<file path="config.mk">
export PLATFORM = sky130hd
export DESIGN_NAME = soi_top
export DESIGN_NICKNAME = d
export VERILOG_FILES = /design/src/hdl/soi_pkg.sv /design/src/hdl/soi_ack_check.sv /design/src/hdl/soi_beam_filter.sv /design/src/hdl/soi_top.sv
export SDC_FILE = /design/constraint.sdc
export NUM_CORES = 1
export LEC_CHECK = 0
export ABC_AREA = 1
export BUFFER_PORTS_ARGS = -buffer_cell sky130_fd_sc_hd__buf_2
export CAP_MARGIN = 30
export CORE_MARGIN = 2
export CORE_UTILIZATION = 35
export DETAILED_ROUTE_END_ITERATION = 8
export GPL_TIMING_DRIVEN = 0
export PLACE_DENSITY_LB_ADDON = 0.08
export SLEW_MARGIN = 20
export SYNTH_ARGS = -nofsm -noshare
export SYNTH_HDL_FRONTEND = slang
export SYNTH_SLANG_ARGS = --single-unit
</file>
<file path="constraint.sdc">
create_clock -name aclk -period 2.6 [get_ports aclk]
set_input_delay 0.26 -clock aclk [delete_from_list [all_inputs] [get_ports aclk]]
set_output_delay 0.26 -clock aclk [all_outputs]
set_load 0.01 [all_outputs]
</file>
<file path="src/hdl/soi_pkg.sv">
// constants, field layouts and types of the safety output interlock
package soi_pkg;
  // ==========================================================
  // clock and slow tick
  localparam int CLK_HZ = 125_000_000;
  localparam int TICK_HZ = 1000;
  localparam int TICK_CYCLES = CLK_HZ / TICK_HZ;
  localparam int TICK_W = 17;
  localparam int CNT_W = 12;
  // ==========================================================
  // acknowledge high phase window, 0.1 s to 4 s
  localparam int ACK_MIN_MS = 100;
  localparam int ACK_MAX_MS = 4000;
  localparam int ACK_MIN_TICKS = (ACK_MIN_MS * TICK_HZ + 999) / 1000;
  localparam int ACK_MAX_TICKS = (ACK_MAX_MS * TICK_HZ) / 1000;
  // contactor feedback window
  localparam int FB_WINDOW_MS = 300;
  localparam int FB_WINDOW_TICKS = (FB_WINDOW_MS * TICK_HZ) / 1000;
  // ==========================================================
  // register map
  localparam int ADDR_W = 8;
  localparam logic [7:0] REG_CTRL = 8'h00;
  localparam logic [7:0] REG_STATUS = 8'h04;
  localparam logic [7:0] REG_INT_STATUS = 8'h08;
  localparam logic [7:0] REG_INT_MASK = 8'h0c;
  localparam logic [7:0] REG_BEAM_CODE = 8'h10;
  localparam logic [1:0] RESP_OKAY = 2'h0;
  localparam logic [1:0] RESP_SLVERR = 2'h2;
  // ctrl fields
  localparam int CTRL_W = 7;
  localparam int CTRL_FAULT_CLR = 8;
  localparam logic [6:0] CTRL_RESET = 7'h01;
  localparam logic [1:0] MUTE_NONE = 2'h0;
  localparam logic [1:0] MUTE_TWO = 2'h1;
  localparam logic [1:0] MUTE_FOUR_SEQ = 2'h2;
  localparam logic [1:0] MUTE_FOUR_TIME = 2'h3;
  // status bits
  localparam int ST_W = 7;
  // interrupt bits
  localparam int IRQ_ON = 0;
  localparam int IRQ_OFF = 1;
  localparam int IRQ_ACK_OK = 2;
  localparam int IRQ_ACK_BAD = 3;
  localparam int IRQ_FAULT = 4;
  localparam int IRQ_CFG = 5;
  localparam int IRQ_W = 6;
  // beam code
  localparam int CODE_W = 4;
  localparam logic [3:0] CODE_RESET = 4'h0;
  // ==========================================================
  // types
  typedef struct packed {
    logic [1:0] muting_kind;
    logic cascade_en;
    logic range_low;
    logic coding_en;
    logic fb_check_en;
    logic interlock_en;
  } soi_ctrl_t;
  typedef struct packed {
    logic scan_end;
    logic sync;
    logic light;
    logic valid;
    logic [CODE_W-1:0] code;
  } soi_beam_t;
  typedef enum logic [1:0] {ST_LOCKED, ST_ON, ST_AUTO_OFF, ST_FAULT} soi_out_state_t;
  typedef enum logic [1:0] {AK_WAIT_LOW, AK_ARMED, AK_HIGH} soi_ack_state_t;
endpackage

</file>
<file path="src/hdl/soi_ack_check.sv">
// acknowledge pulse checker for the restart interlock
`timescale 1ns/10ps
module soi_ack_check #(
  parameter int ACK_MIN_TICKS = soi_pkg::ACK_MIN_TICKS,
  parameter int ACK_MAX_TICKS = soi_pkg::ACK_MAX_TICKS
) (
  // clock and reset
  input wire logic aclk,
  input wire logic aresetn,
  // slow tick and key level
  input wire logic tick,
  input wire logic ack_level,
  // verdicts
  output logic accept_pulse,
  output logic reject_pulse
);
  import soi_pkg::*;
  soi_ack_state_t state_r, state_nxt;
  logic [CNT_W-1:0] cnt_r, cnt_nxt;
  logic accept_nxt, reject_nxt;
  wire logic in_window = (cnt_r >= CNT_W'(ACK_MIN_TICKS)) && (cnt_r <= CNT_W'(ACK_MAX_TICKS));

  // low, high, low sequence with timed high phase
  always_comb begin
    state_nxt = state_r;
    cnt_nxt = cnt_r;
    accept_nxt = 1'b0;
    reject_nxt = 1'b0;
    case (state_r)
      AK_WAIT_LOW: begin
        if (!ack_level) state_nxt = AK_ARMED;
      end
      AK_ARMED: begin
        if (ack_level) begin
          state_nxt = AK_HIGH;
          cnt_nxt = '0;
        end
      end
      AK_HIGH: begin
        if (tick && cnt_r <= CNT_W'(ACK_MAX_TICKS)) cnt_nxt = cnt_r + 1'b1;
        if (!ack_level) begin
          state_nxt = AK_ARMED;
          accept_nxt = in_window;
          reject_nxt = !in_window;
        end
      end
      default: state_nxt = AK_WAIT_LOW;
    endcase
  end

  // state and verdict flops
  always_ff @(posedge aclk) begin
    if (!aresetn) begin
      state_r <= AK_WAIT_LOW;
      cnt_r <= '0;
      accept_pulse <= 1'b0;
      reject_pulse <= 1'b0;
    end else begin
      state_r <= state_nxt;
      cnt_r <= cnt_nxt;
      accept_pulse <= accept_nxt;
      reject_pulse <= reject_nxt;
    end
  end
endmodule

</file>
<file path="src/hdl/soi_beam_filter.sv">
// beam code filter and synchronisation of the receiver scan
`timescale 1ns/10ps
module soi_beam_filter (
  // clock and reset
  input wire logic aclk,
  input wire logic aresetn,
  // settings
  input wire logic coding_en,
  input wire logic [soi_pkg::CODE_W-1:0] own_code,
  // beam samples
  input wire soi_pkg::soi_beam_t beam,
  // result
  output logic field_blocked,
  output logic synced
);
  import soi_pkg::*;
  logic dark_acc_r, sync_seen_r;
  // foreign beams count as not received
  wire logic own_w = beam.valid && (!coding_en || beam.code == own_code);
  wire logic sync_hit = own_w && beam.sync && beam.light;
  wire logic unsynced = coding_en && !synced && !sync_hit;
  wire logic dark_w = beam.valid && (!own_w || !beam.light || unsynced);

  // accumulate one scan and publish it at its end; synced also rises at once on a sync hit
  always_ff @(posedge aclk) begin
    if (!aresetn) begin
      dark_acc_r <= 1'b0;
      sync_seen_r <= 1'b0;
      field_blocked <= 1'b1;
      synced <= 1'b0;
    end else if (beam.scan_end) begin
      field_blocked <= dark_acc_r | dark_w;
      synced <= !coding_en | sync_seen_r | sync_hit;
      dark_acc_r <= 1'b0;
      sync_seen_r <= 1'b0;
    end else begin
      dark_acc_r <= dark_acc_r | dark_w;
      sync_seen_r <= sync_seen_r | sync_hit;
      if (sync_hit) synced <= 1'b1;
    end
  end
endmodule

</file>
<file path="src/hdl/soi_top.sv">
// safety output interlock with an axi4-lite register slave
// Operation
// - in automatic mode the outputs go off while the field is interrupted and back on after.
// - with the restart interlock disabled the block runs in automatic mode by itself.
// - with the interlock enabled the outputs stay off after an interruption until a valid ack.
// - the locked state holds over a power cycle, so outputs come up off.
// - release needs the ack input low, then high, then low, in that order only.
// - the high phase of the ack must last from 0.1 s to 4 s to count.
// - with feedback checking on, each output change must be matched by feedback within a window.
// - a feedback miss forces a safe state with outputs off and an error shown.
// - with coding on only beams with the own code are evaluated.
// - first and last beams are sync beams and either one alone synchronises.
// - coding is an on/off setting which emitter and receiver must share.
// - the emitter range has a high default and a low short-distance option.
// - cascading with a four-sensor muting variant is rejected as a configuration.
`timescale 1ns/10ps
module soi_top #(
  parameter int TICK_CYCLES = soi_pkg::TICK_CYCLES,
  parameter int ACK_MIN_TICKS = soi_pkg::ACK_MIN_TICKS,
  parameter int ACK_MAX_TICKS = soi_pkg::ACK_MAX_TICKS,
  parameter int FB_WINDOW_TICKS = soi_pkg::FB_WINDOW_TICKS
) (
  // clock and reset
  input wire logic aclk,
  input wire logic aresetn,
  // axi4-lite write
  input wire logic [soi_pkg::ADDR_W-1:0] s_axi_awaddr,
  input wire logic s_axi_awvalid,
  output logic s_axi_awready,
  input wire logic [31:0] s_axi_wdata,
  input wire logic [3:0] s_axi_wstrb,
  input wire logic s_axi_wvalid,
  output logic s_axi_wready,
  output logic [1:0] s_axi_bresp,
  output logic s_axi_bvalid,
  input wire logic s_axi_bready,
  // axi4-lite read
  input wire logic [soi_pkg::ADDR_W-1:0] s_axi_araddr,
  input wire logic s_axi_arvalid,
  output logic s_axi_arready,
  output logic [31:0] s_axi_rdata,
  output logic [1:0] s_axi_rresp,
  output logic s_axi_rvalid,
  input wire logic s_axi_rready,
  // sensing side
  input wire soi_pkg::soi_beam_t beam,
  input wire logic restart_interlock_ack,
  input wire logic contactor_feedback,
  // machine side
  output logic [1:0] safety_switch_outputs,
  output logic emitter_range_low,
  output logic fault_out,
  output logic irq
);
  import soi_pkg::*;

  // ==========================================================
  // registers and state
  soi_ctrl_t ctrl_r;
  logic [CODE_W-1:0] code_r;
  logic [IRQ_W-1:0] int_stat_r, int_mask_r;
  soi_out_state_t state_r, state_nxt;
  logic on_r, fault_r, fb_pend_r, cfg_rej_r;
  logic [CNT_W-1:0] fb_cnt_r;
  logic [TICK_W-1:0] div_r;
  logic tick_r;
  logic [ADDR_W-1:0] awaddr_r;
  logic aw_held_r, w_held_r;
  logic [31:0] wdata_r;
  logic [3:0] wstrb_r;
  logic ack_ok, ack_bad, field_blocked, synced;

  // ==========================================================
  // slow tick divider
  wire logic div_end = div_r == TICK_W'(TICK_CYCLES - 1);
  always_ff @(posedge aclk) begin
    if (!aresetn) begin
      div_r <= '0;
      tick_r <= 1'b0;
    end else begin
      div_r <= div_end ? '0 : div_r + 1'b1;
      tick_r <= div_end;
    end
  end

  // ==========================================================
  // sub blocks
  // window counts follow the top parameters so a short tick shrinks them together
  soi_ack_check #(.ACK_MIN_TICKS(ACK_MIN_TICKS), .ACK_MAX_TICKS(ACK_MAX_TICKS)) u_ack (
    .aclk(aclk),
    .aresetn(aresetn),
    .tick(tick_r),
    .ack_level(restart_interlock_ack),
    .accept_pulse(ack_ok),
    .reject_pulse(ack_bad)
  );
  soi_beam_filter u_beam (
    .aclk(aclk),
    .aresetn(aresetn),
    .coding_en(ctrl_r.coding_en),
    .own_code(code_r),
    .beam(beam),
    .field_blocked(field_blocked),
    .synced(synced)
  );

  // ==========================================================
  // configuration check and field state
  wire logic four_sensor = ctrl_r.muting_kind == MUTE_FOUR_SEQ ||
                           ctrl_r.muting_kind == MUTE_FOUR_TIME;
  wire logic cfg_bad = ctrl_r.cascade_en && four_sensor;
  wire logic field_ok = !field_blocked && synced && !cfg_rej_r;

  // ==========================================================
  // axi write path
  wire logic aw_take = s_axi_awvalid && s_axi_awready;
  wire logic w_take = s_axi_wvalid && s_axi_wready;
  wire logic wr_go = aw_held_r && w_held_r && !s_axi_bvalid;
  wire logic wr_ctrl = wr_go && awaddr_r == REG_CTRL;
  wire logic wr_stat = wr_go && awaddr_r == REG_INT_STATUS;
  wire logic wr_mask = wr_go && awaddr_r == REG_INT_MASK;
  wire logic wr_code = wr_go && awaddr_r == REG_BEAM_CODE;
  wire logic wr_ro = wr_go && awaddr_r == REG_STATUS;
  wire logic wr_hit = wr_ctrl | wr_stat | wr_mask | wr_code | wr_ro;
  wire logic fault_clr = wr_ctrl && wstrb_r[1] && wdata_r[CTRL_FAULT_CLR];

  // address and data holding, taken in either order
  always_ff @(posedge aclk) begin
    if (!aresetn) begin
      aw_held_r <= 1'b0;
      w_held_r <= 1'b0;
      awaddr_r <= '0;
      wdata_r <= '0;
      wstrb_r <= '0;
    end else begin
      if (aw_take) awaddr_r <= s_axi_awaddr;
      if (w_take) wdata_r <= s_axi_wdata;
      if (w_take) wstrb_r <= s_axi_wstrb;
      aw_held_r <= wr_go ? 1'b0 : aw_held_r | aw_take;
      w_held_r <= wr_go ? 1'b0 : w_held_r | w_take;
    end
  end

  // write handshake outputs
  always_ff @(posedge aclk) begin
    if (!aresetn) begin
      s_axi_awready <= 1'b0;
      s_axi_wready <= 1'b0;
      s_axi_bvalid <= 1'b0;
      s_axi_bresp <= RESP_OKAY;
    end else begin
      s_axi_awready <= !aw_held_r && !aw_take && !s_axi_bvalid;
      s_axi_wready <= !w_held_r && !w_take && !s_axi_bvalid;
      if (wr_go) begin
        s_axi_bvalid <= 1'b1;
        s_axi_bresp <= wr_hit ? RESP_OKAY : RESP_SLVERR;
      end else if (s_axi_bready) begin
        s_axi_bvalid <= 1'b0;
      end
    end
  end

  // software registers
  always_ff @(posedge aclk) begin
    if (!aresetn) begin
      ctrl_r <= CTRL_RESET;
      int_mask_r <= '0;
      code_r <= CODE_RESET;
    end else begin
      if (wr_ctrl && wstrb_r[0]) ctrl_r <= wdata_r[CTRL_W-1:0];
      if (wr_mask && wstrb_r[0]) int_mask_r <= wdata_r[IRQ_W-1:0];
      if (wr_code && wstrb_r[0]) code_r <= wdata_r[CODE_W-1:0];
    end
  end

  // ==========================================================
  // axi read path
  wire logic ar_take = s_axi_arvalid && s_axi_arready;
  wire logic [ST_W-1:0] status_w = {contactor_feedback, synced, field_blocked, cfg_rej_r,
                                     fault_r, state_r == ST_LOCKED, on_r};
  wire logic rd_hit = s_axi_araddr == REG_CTRL || s_axi_araddr == REG_STATUS ||
                      s_axi_araddr == REG_INT_STATUS || s_axi_araddr == REG_INT_MASK ||
                      s_axi_araddr == REG_BEAM_CODE;
  logic [31:0] rd_mux;
  always_comb begin
    case (s_axi_araddr)
      REG_CTRL: rd_mux = {25'h0, ctrl_r};
      REG_STATUS: rd_mux = {25'h0, status_w};
      REG_INT_STATUS: rd_mux = {26'h0, int_stat_r};
      REG_INT_MASK: rd_mux = {26'h0, int_mask_r};
      REG_BEAM_CODE: rd_mux = {28'h0, code_r};
      default: rd_mux = 32'h0;
    endcase
  end

  // read handshake outputs
  always_ff @(posedge aclk) begin
    if (!aresetn) begin
      s_axi_arready <= 1'b0;
      s_axi_rvalid <= 1'b0;
      s_axi_rdata <= '0;
      s_axi_rresp <= RESP_OKAY;
    end else begin
      s_axi_arready <= !s_axi_rvalid && !ar_take;
      if (ar_take) begin
        s_axi_rvalid <= 1'b1;
        s_axi_rdata <= rd_mux;
        s_axi_rresp <= rd_hit ? RESP_OKAY : RESP_SLVERR;
      end else if (s_axi_rready) begin
        s_axi_rvalid <= 1'b0;
      end
    end
  end

  // ==========================================================
  // output state machine
  always_comb begin
    state_nxt = state_r;
    case (state_r)
      ST_ON: begin
        if (fault_r) state_nxt = ST_FAULT;
        else if (!field_ok && ctrl_r.interlock_en) state_nxt = ST_LOCKED;
        else if (!field_ok) state_nxt = ST_AUTO_OFF;
      end
      ST_AUTO_OFF: begin
        if (fault_r) state_nxt = ST_FAULT;
        else if (ctrl_r.interlock_en) state_nxt = ST_LOCKED;
        else if (field_ok) state_nxt = ST_ON;
      end
      ST_LOCKED: begin
        if (fault_r) state_nxt = ST_FAULT;
        else if (!ctrl_r.interlock_en) state_nxt = ST_AUTO_OFF;
        else if (ack_ok && field_ok) state_nxt = ST_ON;
      end
      ST_FAULT: begin
        if (!fault_r) state_nxt = ST_LOCKED;
      end
      default: state_nxt = ST_LOCKED;
    endcase
  end

  // state, outputs and config reject
  always_ff @(posedge aclk) begin
    if (!aresetn) begin
      state_r <= ST_LOCKED;
      on_r <= 1'b0;
      safety_switch_outputs <= 2'h0;
      cfg_rej_r <= 1'b0;
      emitter_range_low <= 1'b0;
      fault_out <= 1'b0;
    end else begin
      state_r <= state_nxt;
      on_r <= state_nxt == ST_ON;
      safety_switch_outputs <= {2{state_nxt == ST_ON}};
      cfg_rej_r <= cfg_bad;
      emitter_range_low <= ctrl_r.range_low;
      fault_out <= fault_r;
    end
  end

  // ==========================================================
  // contactor feedback monitor, nc contacts read high when released
  wire logic on_edge = on_r != (state_nxt == ST_ON);
  wire logic fb_match = contactor_feedback == !on_r;
  wire logic fb_miss = fb_pend_r && !fb_match && tick_r && fb_cnt_r == '0;
  always_ff @(posedge aclk) begin
    if (!aresetn) begin
      fb_pend_r <= 1'b0;
      fb_cnt_r <= '0;
      fault_r <= 1'b0;
    end else begin
      if (on_edge && ctrl_r.fb_check_en) begin
        fb_pend_r <= 1'b1;
        fb_cnt_r <= CNT_W'(FB_WINDOW_TICKS);
      end else if (!ctrl_r.fb_check_en || fb_match || fb_miss) begin
        fb_pend_r <= 1'b0;
      end else if (tick_r && fb_cnt_r != '0) begin
        fb_cnt_r <= fb_cnt_r - 1'b1;
      end
      if (fb_miss) fault_r <= 1'b1;
      else if (fault_clr) fault_r <= 1'b0;
    end
  end

  // ==========================================================
  // sticky interrupt status, set wins over write-one clear
  logic [IRQ_W-1:0] ev_w;
  always_comb begin
    ev_w = '0;
    ev_w[IRQ_ON] = !on_r && state_nxt == ST_ON;
    ev_w[IRQ_OFF] = on_r && state_nxt != ST_ON;
    ev_w[IRQ_ACK_OK] = ack_ok;
    ev_w[IRQ_ACK_BAD] = ack_bad;
    ev_w[IRQ_FAULT] = fb_miss;
    ev_w[IRQ_CFG] = cfg_bad && !cfg_rej_r;
  end
  wire logic [IRQ_W-1:0] clr_w = (wr_stat && wstrb_r[0]) ? wdata_r[IRQ_W-1:0] : '0;
  always_ff @(posedge aclk) begin
    if (!aresetn) begin
      int_stat_r <= '0;
      irq <= 1'b0;
    end else begin
      int_stat_r <= (int_stat_r & ~clr_w) | ev_w;
      irq <= |(((int_stat_r & ~clr_w) | ev_w) & int_mask_r);
    end
  end
endmodule

</file>
# Word-level counts from Yosys, hierarchy flattened
# Cells that the tools add are included.
# totals
regBits	145
in_bits	69
output_inout_bits	46
elab_cells	219
# classes
addsub	3
n_lt_le_gt_ge	2
eq_ne	25
muxes	34
bitwise_logic	17
n_reduce_logical	95
# ops
cell	n
logical AND 1 bit	42
one-hot mux 7 bit (5 select lines)	1
equality test 8 x 4 -> 1 bit (second input constant)	4
two-way mux 2 bit	14
two-way mux 9 bit	3
two-way mux 12 bit	2
one-hot mux 12 bit (2 select lines)	1
zero test 1 bit	19
adder 17 x 1 -> 17 bit (second input constant)	1
equality test 17 bit (second input constant)	1
equality test 8 x 3 -> 1 bit (second input constant)	2
equality test 8 x 5 -> 1 bit (second input constant)	2
zero test 8 bit	2
nonzero test 2 bit	7
adder 12 x 1 -> 12 bit (second input constant)	1
AND 6 bit	2
greater-or-equal comparator 12 x 7 -> 1 bit (second input constant)	1
less-or-equal comparator 12 bit (second input constant)	1
zero test 12 bit	1
nonzero test 12 bit	1
subtractor 12 x 1 -> 12 bit (second input constant)	1
equality test 2 bit (second input constant)	5
logical OR 1 bit	10
two-way mux 1 bit	10
other kinds (19)	42

# Logic depth before layout (Yosys ltp)
# logic_depth
word_depth	13
mapped_depth	15
ltp_nobuf	15

# Hierarchy
# Synthesis repeated with hierarchy kept, for this count alone.
# unflattened
cells_unflattened	845
hier_area_um2	5838.1
# modules_own_cells
mod	instances	cells_each	area_each_um2	seq_area_each_um2
soi_top	1	619	4506.8	1921.8
soi_ack_check	1	173	1046.0	320.3
soi_beam_filter	1	53	285.3	80.1

# Worst setup path before layout
# Ideal clock, no wire load.
# synth_path
path_type	reg-to-reg
startpoint	register state_r[1]
endpoint	register fb_cnt_r[1]
setup_time_ns	0.126
t_arrival_ns	1.846
required_time_ns	2.474
setup_slack_ns	0.628
stages_incl_launch_ff	12
path_buffers	0
synth_period_minus_slack_ns	1.972
path_cell_list	dfxtp_1 > inv_1 > nor2_1 > or2_2 > a221oi_2 > nand2_1 > inv_1 > ha_1 > nor2_1 > inv_1 > nand2_1 > a211oi_1
# synth_between
elab_chain_len	8
word_cells_on_any_way	19
cone_classes	eq/ne: 5; mux: 11; reduce/logical: 3
# synth_lines
item	line	rtl
from (decl)	soi_top.sv:62	soi_out_state_t state_r, state_nxt;
from (signal assigned)	soi_top.sv:252	state_r <= state_nxt;
two-way mux 2 bit, on equally long branches	soi_top.sv:233, soi_top.sv:223, soi_top.sv:228	
two-way mux 2 bit, on equally long branches	soi_top.sv:232, soi_top.sv:222, soi_top.sv:227	
two-way mux 2 bit, on equally long branches	soi_top.sv:231, soi_top.sv:221, soi_top.sv:226	
one-hot mux 2 bit (4 select lines) *	soi_top.sv:219	case (state_r)
equality test 2 x 1 -> 1 bit *	soi_top.sv:263	wire logic on_edge = on_r != (state_nxt == ST_ON);
inequality test 1 bit *	soi_top.sv:263	
logical AND 1 bit *	soi_top.sv:272	if (on_edge && ctrl_r.fb_check_en) begin
OR reduction 2 bit (no source line) *	n/a	
to (signal assigned)	soi_top.sv:274	fb_cnt_r <= CNT_W'(FB_WINDOW_TICKS);
to (signal assigned)	soi_top.sv:278	fb_cnt_r <= fb_cnt_r - 1'b1;
to (decl)	soi_top.sv:64	logic [CNT_W-1:0] fb_cnt_r;
# Mark *: on every way between the ends. The rest lies on a longest branch, timed or not.
# A chain may end at the register's enable or synchronous reset.

# Worst setup path after layout
# layout_path
startpoint	register u_beam.synced
endpoint	register fb_cnt_r[1]
# layout_between
elab_chain_len	11
word_cells_on_any_way	19
cone_classes	eq/ne: 2; mux: 10; reduce/logical: 7
# layout_lines
item	line	rtl
from (decl)	soi_beam_filter.sv:14	output logic synced
from (signal assigned)	soi_beam_filter.sv:33	synced <= !coding_en | sync_seen_r | sync_hit;
logical AND 1 bit * (2 in series)	soi_top.sv:112	wire logic field_ok = !field_blocked && synced && !cfg_rej_r;
logical AND 1 bit / zero test 1 bit (equally long branches)	n/a	
two-way mux 2 bit / logical AND 1 bit (equally long branches)	soi_top.sv:233, soi_top.sv:222	
two-way mux 2 bit, on equally long branches	soi_top.sv:232, soi_top.sv:222	
two-way mux 2 bit, on equally long branches	soi_top.sv:231, soi_top.sv:221	
one-hot mux 2 bit (4 select lines) *	soi_top.sv:219	
equality test 2 x 1 -> 1 bit *	soi_top.sv:263	
inequality test 1 bit *	soi_top.sv:263	
logical AND 1 bit *	soi_top.sv:272	
OR reduction 2 bit (no source line) *	n/a	
# Marked as above.

==> flow_summary.ini <==
[worst_setup_path]
critPathMaxStageDelay_ns = 0.34
critPathMaxFanout = 7
cp-end-kind = register
crit_top_cell = inv_1
crit_slowest_cell = dfxtp_1
cp.arrival_ns = 2.59
worstPathRequired_ns = 2.89
path_cells = inv_1 > nor3_2 > nand2_1 > a21boi_0 > o21ai_0 > o211ai_1 > nand2_1 > inv_1 > ha_1 > nor2_1 > inv_1 > nand2_2 > a211oi_1
start_kind = register
worstSetupPathType = reg -> reg
reg2reg_slack_ns = 0.30

[logic_synthesis]
postSynthCellCount = 780
ys_seq_area_frac = 0.4041
ys_ff_latch = 116
ys_top_cells_by_count = 152 x nand2_1, 116 x dfxtp_1, 91 x nor2_1
synth_enable_flop_cells = 0
synth.most_common_cell = nand2_1
postSynthAreaPerCell_um2 = 7.368
synth.distinct_cells = 53
yosys.area.top_type_share = 0.4041
synth_area_leaders = dfxtp_1 40%, nand2_1 9.9%, nor2_1 5.9%, inv_1 5.7%, a21oi_1 5.7%
yosysWarnings = 0
ys_async_sr_fraction = 0
synth_ff_type = dfxtp_1
syn_area_um2 = 5747
yosys.area.top_type = dfxtp_1

[clock_network]
clk_pin_slew_worst_paths_ns = 0.05
root_buffer = clkbuf_16
cts_tree = yes
cts_buffers = 17
cts_max_level = 4
postCtsSetupBuffers = 0
clkSinkCount = 116
insertion_delay_ns = 0.41
max-clock-path-buffers = 2

[power_and_ir_drop]
comb_power_share = 0.068
ir_drop_v = 0.0004691
seqPwrFrac = 0.406
power.clock.fraction = 0.526
netSwitchingFraction = 0.2189
powerDensity_nw_per_um2 = 650.5
p_switching_w = 0.001001
p_int_w = 0.003572
leakagePower_nw = 3.106

[drt]
wl_per_cell_um = 13.00
postRouteWirelength_um = 14470
drt-initial-drc-count = 246
vias = 5207
antenna_left = 0
via_per_inst = 4.678
dr.pass1.iters = 5
drc = 0

[global_routing]
grt_pass1_wl_um = 24020
overflow = 0
antenna_found_initial = 0
grt_pass1_vias = 5042
grt_max_degree = 17
grt_use_total = 0.1718

[place]
port_buffers = 60
dp_hpwl_um = 10990
dp_slack_ns = 0.01558
gp_congestion = 0.8370

[final_layout]
antenna_cells = 0
final_util = 0.4409
nNetsFinal = 960
layout-drive-gt1-share = 0.1973
area_growth_pct = 22.32

[worst_hold_path]
min-delay-path-class = in -> reg

[timing]
hold_ws_ns = 0.05241
hold_viol_final = 0
report.final.slew_viol_count = 0
clock_skew_ns = 0.007140
setup_violations = 0
rsz0062_at_grt = no
fin_ws_ns = 0.3002
post-route-min-period_ns = 2.300
fmax_mhz = 434.8
worst_pin_slew_ns = 0.8189
final.setup.tns_ns = 0
maxSlewHeadroom = 0.4541
post-route-period-util = 0.8845

[job]
cap_violations = 0

[floorplan]
core_area_um2 = 15940
num_rows = 46
initial_utilization = 0.3605
die_w_um = 132.1
die_h_um = 132.1
top_level_ports = 115
fp.dieArea_um2 = 17460

[outcome]
outcome = completed
## logic make-up after synthesis
| kind of cell | Yosys count | share of synthesized area |
|---|---|---|
| and+or+nand+nor | 361 | 0.3050 |
| AOI/OAI and AO/OA | 139 | 0.1367 |
| DFF | 116 | 0.4041 |
| adders and majority gates | 6 | 0.01306 |
| other | 1 | 0.0006525 |
| xor gates and xnor gates | 14 | 0.02134 |
| buffers and inverters | 143 | 0.1191 |
## final cells by class
cell class,count,area (um^2)
buffer,47,324.1
clock buffer,28,516.7
clock inverter,3,90.09
fill,1632,8914
inverter,96,360.3
multi-input combinational,547,2845
sequential,116,2322
tap,216,270.3
timing repair buffer,60,300.3
## state kept, by name, summed over array words and instances, names as in the netlist, 2 cells and up
register       flops
u_ack.state_r      2
ctrl_r             7
state_r            2
awaddr_r           8
wdata_r            8
int_stat_r         6
div_r             17
fb_cnt_r          12
int_mask_r         6
wstrb_r            2
s_axi_rdata        7
code_r             4
u_ack.cnt_r       12
## layout by cell type (no fill, tap or decap), types with 5 or more instances in the layout
cell type	Yosys	final
a211oi_1	5	5
a21oi_1	65	65
buf_2	3	63
buf_4	30	30
clkbuf_1	7	13
clkbuf_16	0	17
clkbuf_8	0	5
conb_1	1	27
dfxtp_1	116	116
ha_1	6	6
inv_1	87	87
inv_2	8	8
nand2_1	152	151
nand2_2	5	6
nand3_1	29	29
nand4_1	19	19
nor2_1	91	91
nor2_2	6	6
nor2_4	5	5
nor3_1	18	17
o21ai_0	42	42
o21ai_1	6	6
xor2_1	13	13
## worst paths after layout
path	cells past startpoint	endpoint	start
max reg2reg	13	fb_cnt_r[1]	u_beam.synced
max	13	fb_cnt_r[1]	u_beam.synced
min	2	u_ack.state_r[0]	restart_interlock_ack
min reg2reg	1	u_ack.state_r[0]	u_ack.state_r[1]
## critical path: cells and delay by family, from the launching register on
| family | cells | cell delay (ns) |
|---|---|---|
| adders and majority gates | 1 | 0.22 |
| DFF | 1 | 0.34 |
| AOI/OAI and AO/OA | 4 | 0.44 |
| buffers and inverters | 3 | 0.34 |
| and+or+nand+nor | 5 | 0.86 |
## timing repair
action / in CTS / in global routing
hold buffers: 0 / 0
endpoints found under the hold margin: 0 / 0
setup endpoints to repair: 0 / 7
gates resized for setup: 0 / 2
## power by group through the flow
| stage | Combinational, W | Clock, W | Sequential (W) |
|---|---|---|---|
| 5_1_grt | 0.000349 | 0.00252 | 0.00186 |
| 6_report | 0.000310 | 0.00241 | 0.00186 |
| 3_3_place_gp | 0.000308 | 0 | 0.00189 |
| 3_5_place_dp | 0.000311 | 0 | 0.00189 |
| 2_1_floorplan | 0.000203 | 0 | 0.00189 |
| 4_1_cts | 0.000312 | 0.00245 | 0.00186 |
## per-layer routing
layer / vias to the layer above / share of wire / global-route usage
met5: - / 0 / 0
li1: 2703 / - / -
met2: 113 / 0.47 / 0.2917
met3: 18 / 0.043 / 0.03729
met1: 2373 / 0.47 / 0.2129
met4: 0 / 0.013 / 0.06582
## metrics by stage
step / power [W] / instance area (um^2) / cells
floorplan: 0.002095 / 5844 / 806
global placement: 0.002201 / 6415 / 1082
detailed placement: 0.002205 / 6415 / 1082
CTS: 0.004623 / 7022 / 1113
global route: 0.004734 / 7029 / 1113
finish: 0.004573 / 7029 / 1113
Power figures use the tool's default switching activity.
